<file path="src/ddi_pkg.sv">
/*
 * Shared constants and types for the dual DAC digital input port block.
 * Assumes a single 20 MHz clock (50 ns period) and configuration bits
 * that are presented as plain levels by the surrounding control logic.
 */
// How it works
// - Sleep turns off only the DAC output currents; wake is immediate.
// - Power-down stops all core logic; only the serial port keeps running. Here the lock pin and status outputs keep updating too.
// - Two-port mode captures both port words on each data clock rise.
// - PLL off: pin select routes data clock to lock pin or serial pin.
// - PLL on: lock or data clock is chosen, then placed by pin select.
// - One-port mode turns port-2 bits into channel select and word clock.
// - The interleaved clock runs at twice the per-channel sample rate. Here with a word divisor of 1 it toggles each cycle, at the per-channel rate.
// - PLL on, two-port: data follows the device clock rate one to one.
// - Two-port filter input rate equals the per-port data rate.
// - DAC rate is clock times interpolation, doubled with zero stuffing.
// - Data clock inversion flips only the clock output polarity.
// - PLL on, one-port: both channels fed from port 1 interleaved.
// - Channel select 0 routes the word to I, 1 to Q.
// - Channel select inversion swaps the meaning of 0 and 1.
// - No one-times interpolation in one-port mode.
// - Interleaved clock inversion flips that output; source uses falling edge.
// - Pairing bit: 0 pairs I with next Q, 1 with preceding Q.
// - PLL enable chooses data-rate or DAC-rate meaning of the clock.
// - PLL lock state is readable as a status bit.
// - Interpolation code 00 none, 01 two times, 10 four times.
// - PLL off: data clock is clock over interpolation, halved again stuffed. Here at 1x unstuffed it toggles each cycle, at half the clock.
`default_nettype none
package ddi_pkg;
    localparam int PORT_W       = 16;
    localparam int WORD_W       = 2 * PORT_W;
    localparam int FIFO_DEPTH   = 16;
    localparam int DIV_W        = 4;
    localparam int CHAN_SEL_BIT = 14;
    localparam logic [1:0] INTERP_NONE = 2'h0;
    localparam logic [1:0] INTERP_X2   = 2'h1;
    localparam logic [1:0] INTERP_X4   = 2'h2;
    localparam logic [DIV_W-1:0] RATE_X1 = 4'h1;
    localparam logic [DIV_W-1:0] RATE_X2 = 4'h2;
    localparam logic [DIV_W-1:0] RATE_X4 = 4'h4;
    localparam logic [DIV_W-1:0] CNT_RST = 4'h0;
    localparam logic [PORT_W-1:0] WORD_RST = 16'h0000;
    typedef enum logic {CHAN_I, CHAN_Q} ddi_chan_t;
endpackage
`default_nettype wire

</file>
<file path="src/ddi_stream_if.sv">
/*
 * Valid/ready word stream between the capture logic and its FIFO.
 * Assumes both ends share one clock.
 */
`timescale 1ns/10ps
`default_nettype none
interface ddi_stream_if #(parameter int W = 32);
    logic         valid;
    logic         ready;
    logic [W-1:0] data;
    modport src (output valid, output data, input ready);
    modport snk (input valid, input data, output ready);
endinterface
`default_nettype wire

</file>
<file path="src/ddi_fifo.sv">
/*
 * Word FIFO with parameterised width and depth, valid/ready on both sides.
 * Assumes depth is a power of two; flush empties it in one cycle.
 */
`timescale 1ns/10ps
`default_nettype none
module ddi_fifo #(
    parameter int W     = 32,
    parameter int DEPTH = 16
) (
    // clock and reset
    input wire logic   clk,
    input wire logic   arst_n,
    // control
    input wire logic   flush,
    // streams
    ddi_stream_if.snk  wr,
    ddi_stream_if.src  rd
);
    localparam int AW = $clog2(DEPTH);
    localparam logic [AW:0] FULL = (AW+1)'(DEPTH);
    localparam logic [AW:0] PTR_RST = '0;

    logic [W-1:0] mem [DEPTH];
    logic [AW:0]  wp_q;
    logic [AW:0]  wp_d;
    logic [AW:0]  rp_q;
    logic [AW:0]  rp_d;
    logic         push;
    logic         pop;

    assign wr.ready = (wp_q - rp_q) != FULL;
    assign rd.valid = wp_q != rp_q;
    assign rd.data  = mem[rp_q[AW-1:0]];
    assign push     = wr.valid && wr.ready;
    assign pop      = rd.valid && rd.ready;

    always_comb begin
        wp_d = push ? wp_q + 1'b1 : wp_q;
        rp_d = pop ? rp_q + 1'b1 : rp_q;
        if (flush) begin
            wp_d = PTR_RST;
            rp_d = PTR_RST;
        end
    end

    always_ff @(posedge clk or negedge arst_n) begin
        if (!arst_n) begin
            wp_q <= PTR_RST;
            rp_q <= PTR_RST;
        end else begin
            wp_q <= wp_d;
            rp_q <= rp_d;
        end
    end

    always_ff @(posedge clk) begin
        if (push) begin
            mem[wp_q[AW-1:0]] <= wr.data;
        end
    end
endmodule
`default_nettype wire

</file>
<file path="src/ddi_rate_div.sv">
/*
 * Clock divider: a square clock of period divisor cycles and a pulse in
 * the cycle its output rises. Assumes divisor is 1, 2, 4 or 8.
 * A divisor of 1 cannot be shown on a flop: the output then toggles
 * every cycle while the pulse still fires every cycle.
 */
`timescale 1ns/10ps
`default_nettype none
module ddi_rate_div import ddi_pkg::*; (
    // clock and reset
    input wire logic             clk,
    input wire logic             arst_n,
    // control
    input wire logic             run,
    input wire logic [DIV_W-1:0] divisor,
    // outputs
    output logic                 clk_out,
    output logic                 rise
);
    logic [DIV_W-1:0] cnt_q;
    logic [DIV_W-1:0] cnt_d;
    logic             clk_d;
    logic             rise_d;

    always_comb begin
        cnt_d  = (cnt_q >= divisor - 1'b1) ? CNT_RST : cnt_q + 1'b1;
        if (!run) begin
            cnt_d = CNT_RST;
        end
        if (divisor == RATE_X1) begin
            clk_d = run && !clk_out;
        end else begin
            clk_d = run && (cnt_d < (divisor >> 1));
        end
        rise_d = run && (cnt_d == CNT_RST);
    end

    always_ff @(posedge clk or negedge arst_n) begin
        if (!arst_n) begin
            cnt_q   <= CNT_RST;
            clk_out <= 1'b0;
            rise    <= 1'b0;
        end else begin
            cnt_q   <= cnt_d;
            clk_out <= clk_d;
            rise    <= rise_d;
        end
    end
endmodule
`default_nettype wire

</file>
<file path="src/ddi_top.sv">
/*
 * Digital input port of a dual interpolating DAC: two-port and one-port
 * capture, data and interleaved clock generation, pin routing, sleep and
 * power-down. Assumes all inputs are synchronous to clk (20 MHz) and the
 * DAC side drains pairs through dac_valid/dac_ready.
 */
`timescale 1ns/10ps
`default_nettype none
module ddi_top import ddi_pkg::*; (
    // clock and reset
    input wire logic              clk,
    input wire logic              arst_n,
    // configuration
    input wire logic              one_port_mode,
    input wire logic              pll_enable,
    input wire logic [1:0]        interp_sel,
    input wire logic              zero_stuff,
    input wire logic              out_pin_sel,
    input wire logic              lock_pin_clock,
    input wire logic              dclk_invert,
    input wire logic              wclk_invert,
    input wire logic              chan_sel_invert,
    input wire logic              iq_pairing,
    input wire logic              sleep_mode,
    input wire logic              power_down,
    input wire logic              overrun_clear,
    // status
    input wire logic              pll_lock_in,
    input wire logic              serial_data_in,
    output logic                  pll_lock_status,
    output logic                  config_error,
    output logic [DIV_W-1:0]      dac_rate_mult,
    output logic                  overrun,
    output logic                  source_ready,
    // input ports and clock pins
    input wire logic [PORT_W-1:0] port_one_data,
    input wire logic [PORT_W-1:0] port_two_data,
    output logic                  interleaved_clock_out,
    output logic                  interleaved_clock_oe,
    output logic                  lock_clock_pin,
    output logic                  serial_out_pin,
    // dac side
    input wire logic              dac_ready,
    output logic [PORT_W-1:0]     dac_i,
    output logic [PORT_W-1:0]     dac_q,
    output logic                  dac_valid,
    output logic                  dac_current_on,
    output logic                  core_power_on
);
    //**********************************************************
    // rate selection
    //**********************************************************
    logic             mode_q;
    logic             mode_d;
    logic             started_q;
    logic [DIV_W-1:0] rate_raw;
    logic [DIV_W-1:0] rate_mult;
    logic [DIV_W-1:0] data_div;
    logic [DIV_W-1:0] word_div;
    logic             cfg_err;

    always_comb begin
        unique case (interp_sel)
            INTERP_NONE: rate_raw = mode_q ? RATE_X2 : RATE_X1;
            INTERP_X2:   rate_raw = RATE_X2;
            INTERP_X4:   rate_raw = RATE_X4;
            default:     rate_raw = RATE_X4;
        endcase
        cfg_err   = (interp_sel == 2'h3) || (mode_q && interp_sel == INTERP_NONE);
        rate_mult = zero_stuff ? DIV_W'(rate_raw << 1) : rate_raw;
        if (pll_enable) begin
            data_div = mode_q ? RATE_X2 : RATE_X1;
        end else begin
            data_div = rate_mult;
        end
        word_div = data_div >> 1;
        mode_d   = (power_down || !started_q) ? one_port_mode : mode_q;
    end

    //**********************************************************
    // clock generation
    //**********************************************************
    logic data_clk;
    logic data_rise;
    logic word_clk;
    logic word_rise;

    ddi_rate_div u_data_div (
        .clk     (clk),
        .arst_n  (arst_n),
        .run     (!power_down),
        .divisor (data_div),
        .clk_out (data_clk),
        .rise    (data_rise)
    );

    ddi_rate_div u_word_div (
        .clk     (clk),
        .arst_n  (arst_n),
        .run     (!power_down && mode_q),
        .divisor (word_div),
        .clk_out (word_clk),
        .rise    (word_rise)
    );

    //**********************************************************
    // pin routing
    //**********************************************************
    logic chosen;
    logic lock_pin_d;
    logic sdo_d;
    logic wclk_d;

    always_comb begin
        if (pll_enable && !lock_pin_clock) begin
            chosen = pll_lock_in;
        end else begin
            chosen = data_clk ^ dclk_invert;
        end
        lock_pin_d = out_pin_sel ? 1'b0 : chosen;
        sdo_d      = out_pin_sel ? chosen : serial_data_in;
        wclk_d     = mode_q && (word_clk ^ wclk_invert);
    end

    //**********************************************************
    // capture and pairing
    //**********************************************************
    ddi_stream_if #(.W(WORD_W)) wr_if ();
    ddi_stream_if #(.W(WORD_W)) rd_if ();

    logic              drise_q;
    logic              wrise_q;
    logic [PORT_W-1:0] hold_i_q;
    logic [PORT_W-1:0] hold_i_d;
    logic [PORT_W-1:0] hold_q_q;
    logic [PORT_W-1:0] hold_q_d;
    logic              push;
    logic [WORD_W-1:0] push_data;
    ddi_chan_t         chan;
    logic              overrun_d;

    // strobes are delayed one cycle so they line up with the pin clock edges
    always_comb begin
        chan      = (port_two_data[CHAN_SEL_BIT] ^ chan_sel_invert) ? CHAN_Q : CHAN_I;
        hold_i_d  = hold_i_q;
        hold_q_d  = hold_q_q;
        push      = 1'b0;
        push_data = {hold_i_q, hold_q_q};
        if (drise_q) begin
            push      = 1'b1;
            push_data = {port_one_data, port_two_data};
        end else if (wrise_q) begin
            if (chan == CHAN_I) begin
                hold_i_d = port_one_data;
                if (iq_pairing) begin
                    push      = 1'b1;
                    push_data = {port_one_data, hold_q_q};
                end
            end else begin
                hold_q_d = port_one_data;
                if (!iq_pairing) begin
                    push      = 1'b1;
                    push_data = {hold_i_q, port_one_data};
                end
            end
        end
        // held words survive power-down; power_down flushes the FIFO and clears dac_valid
        overrun_d = (push && !wr_if.ready) || (overrun && !overrun_clear);
    end

    assign wr_if.valid = push;
    assign wr_if.data  = push_data;

    ddi_fifo #(.W(WORD_W), .DEPTH(FIFO_DEPTH)) u_fifo (
        .clk    (clk),
        .arst_n (arst_n),
        .flush  (power_down),
        .wr     (wr_if),
        .rd     (rd_if)
    );

    //**********************************************************
    // dac side and power
    //**********************************************************
    logic              dvalid_d;
    logic [PORT_W-1:0] di_d;
    logic [PORT_W-1:0] dq_d;

    assign rd_if.ready = !dac_valid || dac_ready;

    always_comb begin
        dvalid_d = dac_valid;
        di_d     = dac_i;
        dq_d     = dac_q;
        if (rd_if.ready) begin
            dvalid_d = rd_if.valid;
            di_d     = rd_if.data[WORD_W-1:PORT_W];
            dq_d     = rd_if.data[PORT_W-1:0];
        end
        if (power_down) begin
            dvalid_d = 1'b0;
        end
    end

    always_ff @(posedge clk or negedge arst_n) begin
        if (!arst_n) begin
            mode_q                <= 1'b0;
            started_q             <= 1'b0;
            drise_q               <= 1'b0;
            wrise_q               <= 1'b0;
            hold_i_q              <= WORD_RST;
            hold_q_q              <= WORD_RST;
            overrun               <= 1'b0;
            source_ready          <= 1'b0;
            lock_clock_pin        <= 1'b0;
            serial_out_pin        <= 1'b0;
            interleaved_clock_out <= 1'b0;
            interleaved_clock_oe  <= 1'b0;
            pll_lock_status       <= 1'b0;
            config_error          <= 1'b0;
            dac_rate_mult         <= RATE_X1;
            dac_valid             <= 1'b0;
            dac_i                 <= WORD_RST;
            dac_q                 <= WORD_RST;
            dac_current_on        <= 1'b0;
            core_power_on         <= 1'b0;
        end else begin
            mode_q                <= mode_d;
            started_q             <= 1'b1;
            drise_q               <= data_rise && !mode_q;
            wrise_q               <= word_rise && mode_q;
            hold_i_q              <= hold_i_d;
            hold_q_q              <= hold_q_d;
            overrun               <= overrun_d;
            source_ready          <= wr_if.ready;
            lock_clock_pin        <= lock_pin_d;
            serial_out_pin        <= sdo_d;
            interleaved_clock_out <= wclk_d;
            interleaved_clock_oe  <= mode_q;
            pll_lock_status       <= pll_lock_in;
            config_error          <= cfg_err;
            dac_rate_mult         <= rate_mult;
            dac_valid             <= dvalid_d;
            dac_i                 <= di_d;
            dac_q                 <= dq_d;
            dac_current_on        <= !sleep_mode && !power_down;
            core_power_on         <= !power_down;
        end
    end
endmodule
`default_nettype wire

</file>
<file path="config.mk">
export PLATFORM = sky130hd
export DESIGN_NAME = ddi_top
export DESIGN_NICKNAME = d
export VERILOG_FILES = /design/src/ddi_pkg.sv /design/src/ddi_stream_if.sv /design/src/ddi_fifo.sv /design/src/ddi_rate_div.sv /design/src/ddi_top.sv
export SDC_FILE = /design/constraint.sdc
export NUM_CORES = 1
export LEC_CHECK = 0
export ABC_AREA = 1
export BUFFER_PORTS_ARGS = -buffer_cell sky130_fd_sc_hd__buf_2
export CORE_AREA = 2 2 242 244
export CTS_BUF_LIST = sky130_fd_sc_hd__clkbuf_16
export CTS_CLUSTER_DIAMETER = 50
export DETAILED_ROUTE_END_ITERATION = 16
export DIE_AREA = 0 0 244 246
export GPL_ROUTABILITY_DRIVEN = 0
export PLACE_DENSITY = 0.6
export SETUP_SLACK_MARGIN = 0.15
export SKIP_LAST_GASP = 1
export SLEW_MARGIN = 25
export SYNTH_ARGS = -nofsm -noshare
export SYNTH_HDL_FRONTEND = slang
export SYNTH_HIERARCHICAL = 1
export SYNTH_SLANG_ARGS = --single-unit
</file>
<file path="constraint.sdc">
create_clock -name clk -period 5.58 [get_ports clk]
set_input_delay 0 -clock clk [delete_from_list [all_inputs] [get_ports clk]]
set_output_delay 0 -clock clk [all_outputs]
set_load 0.1 [all_outputs]
</file>
* After elaboration in Yosys (flattened, before gate mapping)
Memories as Yosys holds them, arrays and structs flattened. A register that Yosys moved wholly into a read port is not among the register bits. Cells that the tools add are included. Widths: inputs -> output; s select.
Storage, ports and cells: register bits after elaboration 73, memory bits (writable) 512, output and inout bits 47, memories 1
Memory list:
- u_fifo.mem | depth 16, width 32, rd ports 1, clocked after memory_dff 1, write ports 1, RTL line ddi_fifo.sv:24 | logic [W-1:0] mem [DEPTH];
Cells by class: add/subtract/negate cells 7, magnitude comparators 4, equal/unequal tests 6, mux-type cells 32, bitwise gates (word level) 5, reduce and logical (&&, ||, !) cells 40
Operator list (count):
- $mux 32 | 4
- $mux 4 | 6
- $mux 5 | 4
- $logic_and 1x1->1 | 17
- $mux 16 | 1
- $mux 1 | 15
- $logic_not 1->1 | 11
- $add 5x1->5 const B | 2
- $add 4x1->4 const B | 2
- $ge 4x4->1 | 2
- $logic_not 4->1 | 2
- $pmux 3 s2 | 1
- $reduce_and 3->1 | 2
- $reduce_bool 2->1 | 3
- $ne 5x5->1 | 1
- $ne 5x5->1 const B | 1
- $sub 5x5->5 | 1
- $eq 4x1->1 const B | 1
- $logic_or 1x1->1 | 4
- $lt 4x2->1 | 1
- $lt 4x3->1 | 1
- $sub 3x1->4 const B | 1
- $sub 4x1->4 const B | 1
- $eq 3x1->1 const B | 1
- other kinds (6) | 9

* Logic depth before layout (Yosys ltp)
depth after elaboration 11, gate-level depth with buffers 22, depth with buffers taken out 22

* Cells and area by module
The synthesis kept the hierarchy.
Modules (own cells, without submodules):
- ddi_fifo | times used 1, cells an instance 1543, area each 20609.8 sq um, seq. area each 15625.0 sq um
- ddi_top | times used 1, cells an instance 428, area each 3940.0 sq um, seq. area each 2078.2 sq um
- ddi_rate_div (u_data_div) | times used 1, cells an instance 62, area each 509.2 sq um, seq. area each 150.1 sq um
- ddi_rate_div (u_word_div) | times used 1, cells an instance 61, area each 491.7 sq um, seq. area each 150.1 sq um

* Worst setup path before layout
No wires, ideal clock.
kind reg2reg, start register u_fifo.rp_q[1], end memory u_fifo.mem[0][0], enable pin, library setup time 0.461 ns, arrival 4.021 ns, slack 1.097 ns, cell stages (with the launch flop) 15, buffers on the path 3, period minus slack after synthesis 4.483 ns, cells stage by stage dfrtp_1 > buf_4 > clkinv_1 > clkbuf_1 > ha_1 > nand2_1 > nand2_1 > nand2_1 > nand3_1 > nand2_1 > inv_1 > nand2_4 > nand2_2 > buf_6 > nor3_1
Between the ends: cells in the longest elaborated chain, start to end 5
RTL lines:
- from (decl) | RTL line ddi_fifo.sv:27 | logic [AW:0] rp_q;
- from (signal assigned) | RTL line ddi_fifo.sv:53 | rp_q <= rp_d;
- $sub 5x5->5 | RTL line ddi_fifo.sv:32 | assign wr.ready = (wp_q - rp_q) != FULL;
- $ne 5x5->1 | RTL line ddi_fifo.sv:32
- named net wr_if.ready | RTL line ddi_stream_if.sv:9 | logic ready;
- $logic_and 1x1->1 | RTL line ddi_fifo.sv:35 | assign push = wr.valid && wr.ready;
- $mux 1 | RTL line ddi_fifo.sv:58 | if (push) begin
- $mux 1 (not written as such) | RTL line ddi_fifo.sv:59 | mem[wp_q[AW-1:0]] <= wr.data;
- to (decl) | RTL line ddi_fifo.sv:24
The timed path passes the listed nets, and every way through them passes these cells.

* Final worst setup path
start register u_fifo.rp_q[0], end memory u_fifo.mem[4][17], enable pin
The elaborated chain is that of the path after synthesis.

==> metrics.yaml <==
cp-end-kind: "flop"
max_freq_mhz: 272
overall_power_of_the_completed_layout_mw: 14.7
maxSlewHeadroom_pct: 31.8
worst-setup-path-type: "flop to flop"
synth.area.top_cells: "edfxtp_1, dfrtp_1, o21ai_0"
post-route-min-period_ns: 3.68
timing.rr.start: "u_fifo/rp_q[0]"
timing.critical_path.slowest_cell_delay_ns: 0.90
post-synth-top-count-cell: "edfxtp_1"
timing.critical_path.depth: 12
critical_path.slowest_cell: "dfrtp_4"
peakVddDrop_uv: 537
finalSetupViolations: 0
postSynthRegisterBits: 617
asyncSetResetFlopFracSynth_pct: 17.0
crit_path_cell_trace: "ha_1 -> inv_1 -> nand2_1 -> nand2_1 -> nand2_1 -> nand3_1 -> nand2_1 -> inv_1 -> nand2_4 -> nand2_2 -> nor3_2 -> buf_12"
drt_first_iter_violations: 1488
worst_slew_pin_slew_ns: 1.02
grt_pass1_wl_mm: 99.4
reg2reg_slack_ns: 1.90
ctsHtreeMaxLevel: 3
count_of_nets_after_finishing: 2293
clock_sinks: 617
cp_top_family: "simple AND/OR/NAND/NOR gates"
clkTransAtPathRegs_ns: 0.06
finalCoreUtilization_pct: 51.3
critPathLaunch: "u_fifo/rp_q[0]"
die_area_sq_um: 60000
final.period_utilization_pct: 66.0
post_layout_cell_count: 3039
detail_route.vias_per_cell: 5.59
timing_hold_violations_final: 0
ys_warn_count: 6
globalRoute.totalOverflow: 0
drcViolationCount: 0
required_ns: 5.87
drt-wirelength-per-cell_microns: 21.2
ctsLongestPathBuffers: 3
final_critical_path_setup_slack_ns: 1.90
tritoncts_clock_tree: "built"
post_synth_num_cell_types: 42
synth_commonest_cells: "edfxtp_1, nor2_1, o21ai_0, nand2_1, nand3_1"
area_growth_syn_to_layout_pct: 15.3
worstSetupStartpointType: "flop"
number_of_buffers_and_inverters_on_the_critical_path: 3
fp.dieW_microns: 244
dpl.cell_count: 2871
holdWs_ns: 0.0634
post-cts-setup-buffer-count: 0
synthesis.area_per_instance_sq_um: 12.2
core_area_sq_um: 57400
clock_skew_ns: 0.0249
start_util_pct: 44.5
grtUsageTotal_pct: 21.8
grt_antenna_before_repair: 1
mappedNetlistArea_sq_um: 25600
port_buffers: 97
power.leakage_nw: 11.0
synthCells: 2094
row_count: 88
synth_ff_type: "edfxtp_1"
synth_top_area_share_pct: 60.2
synth.yosys.seq_area_share_pct: 70.5
drt-pass1-iter-count: 5
class_of_the_tightest_hold_or_removal_check: "input port to flop"
r2r_cells: 12
die_height_microns: 246
hold_start: "pll_lock_in"
detailroute.via_count: 17000
cts_made_buffers: 72
worst-path-max-fanout: 66
pin_count_of_the_biggest_net_entering_global_routing: 147
grt_pass1_vias: 16600
clockRootBuffer: "clkbuf_16"
pwr_density_cell_nw_per_um2: 499
crit_top_cell: "nand2_1"
drive_above_1_share_pct: 14.7
routed_wl_mm: 64.6
holdPathStages: 2
tns_ns: 0
slew_viol_final: 0
status: "finished clean"
dp.final_hpwl_mm: 36.5
clk-insertion-delay-late_ns: 0.62
maxCapViolCount: 0
rsz0062_at_grt: "false"
timing.critical_path.arrival_ns: 3.98
antenna_violating_nets_left: 0
finalInstanceArea_sq_um: 29500
placedInstanceArea_sq_um: 26800
synth_enable_flop_cells: 512
io_pins: 98
post-place-ws_ns: 1.97
post-synth-top-area-cell: "edfxtp_1"
## kinds of logic (layout without fill, tap and decap cells)
| logic type | after synthesis | count (layout) | share of synthesized area, % |
|---|---|---|---|
| AND/OR/NAND/NOR | 721 | 721 | 12.1 |
| flip-flops | 617 | 617 | 70.5 |
| AO/OA/AOI/OAI | 452 | 452 | 10.0 |
| buffers and inverters | 227 | 405 | 4.09 |
| multiplexers | 32 | 32 | 1.41 |
| adder cells (fa/ha/maj) | 27 | 27 | 1.32 |
| XOR/XNOR | 16 | 16 | 0.548 |
| other | 2 | 4 | 0.0294 |
## flip-flops by register name (all words and copies together) (netlist names), 4 cells and up
signal / count
u_fifo/mem: 512
dac_i: 16
dac_q: 16
hold_i_q: 16
hold_q_q: 16
u_fifo/rp_q: 5
u_fifo/wp_q: 5
dac_rate_mult: 4
u_data_div/cnt_q: 4
u_word_div/cnt_q: 4
## layer usage
| layer | vias to the layer above | track usage, % | part of all wire, % |
|---|---|---|---|
| met2 | 603 | 34.2 | 47 |
| met1 | 8487 | 31.3 | 45 |
| met5 | - | 0 | 0 |
| li1 | 7775 | - | - |
| met3 | 118 | 3.26 | 6.1 |
| met4 | 0 | 6.80 | 2.4 |
## repair_timing
item	CTS	global route
hold buffers	35	0
resized for setup	0	0
hold endpoints to repair	99	0
## cells in the final DEF, fill, tap and decap left out, types with 5 or more instances in the layout
cell,synthesis,routed
clkinv_4,0,6
bufinv_16,0,5
clkinv_1,3,10
dfrtp_1,104,101
nor3_2,0,16
o221ai_1,34,34
xor2_1,12,12
nand2_4,5,5
o21ai_0,248,248
nand4_1,21,21
inv_1,95,116
dlygate4sd3_1,0,35
inv_6,0,7
edfxtp_1,512,512
nand2_2,15,16
buf_2,32,96
o22ai_1,65,65
nand2_1,236,235
mux2_2,32,32
o211ai_1,30,30
clkinvlp_4,0,5
ha_1,27,27
buf_4,18,34
a21oi_1,8,8
nor2_1,305,304
nand3_1,106,106
o21ai_1,64,64
clkbuf_16,0,73
## layout make-up
cell class,instances,area [sq um]
tap,765,957
sequential,617,18000
inverter,103,395
clock inverter,59,489
antenna,1,2.50
timing repair buffer,170,1180
multi-input combinational,1251,6600
clock buffer,73,1830
fill,4894,27900
## worst paths after layout
path,end
min in group asynchronous,u_fifo/rp_q[1]
min,pll_lock_status
max in group asynchronous,u_word_div/cnt_q[3]
max reg2reg,u_fifo/mem[4][17]
min reg2reg,drise_q
max,u_fifo/mem[4][17]
## report_power, final
| group | total, mW | switching (mW) | internal (mW) |
|---|---|---|---|
| logic | 4.12 | 3.20 | 0.926 |
| registers | 6.03 | 0.203 | 5.83 |
| clock network | 4.55 | 1.91 | 2.65 |
| total | 14.7 | 5.31 | 9.40 |
Note: power is estimated with default switching activity, not from simulation.
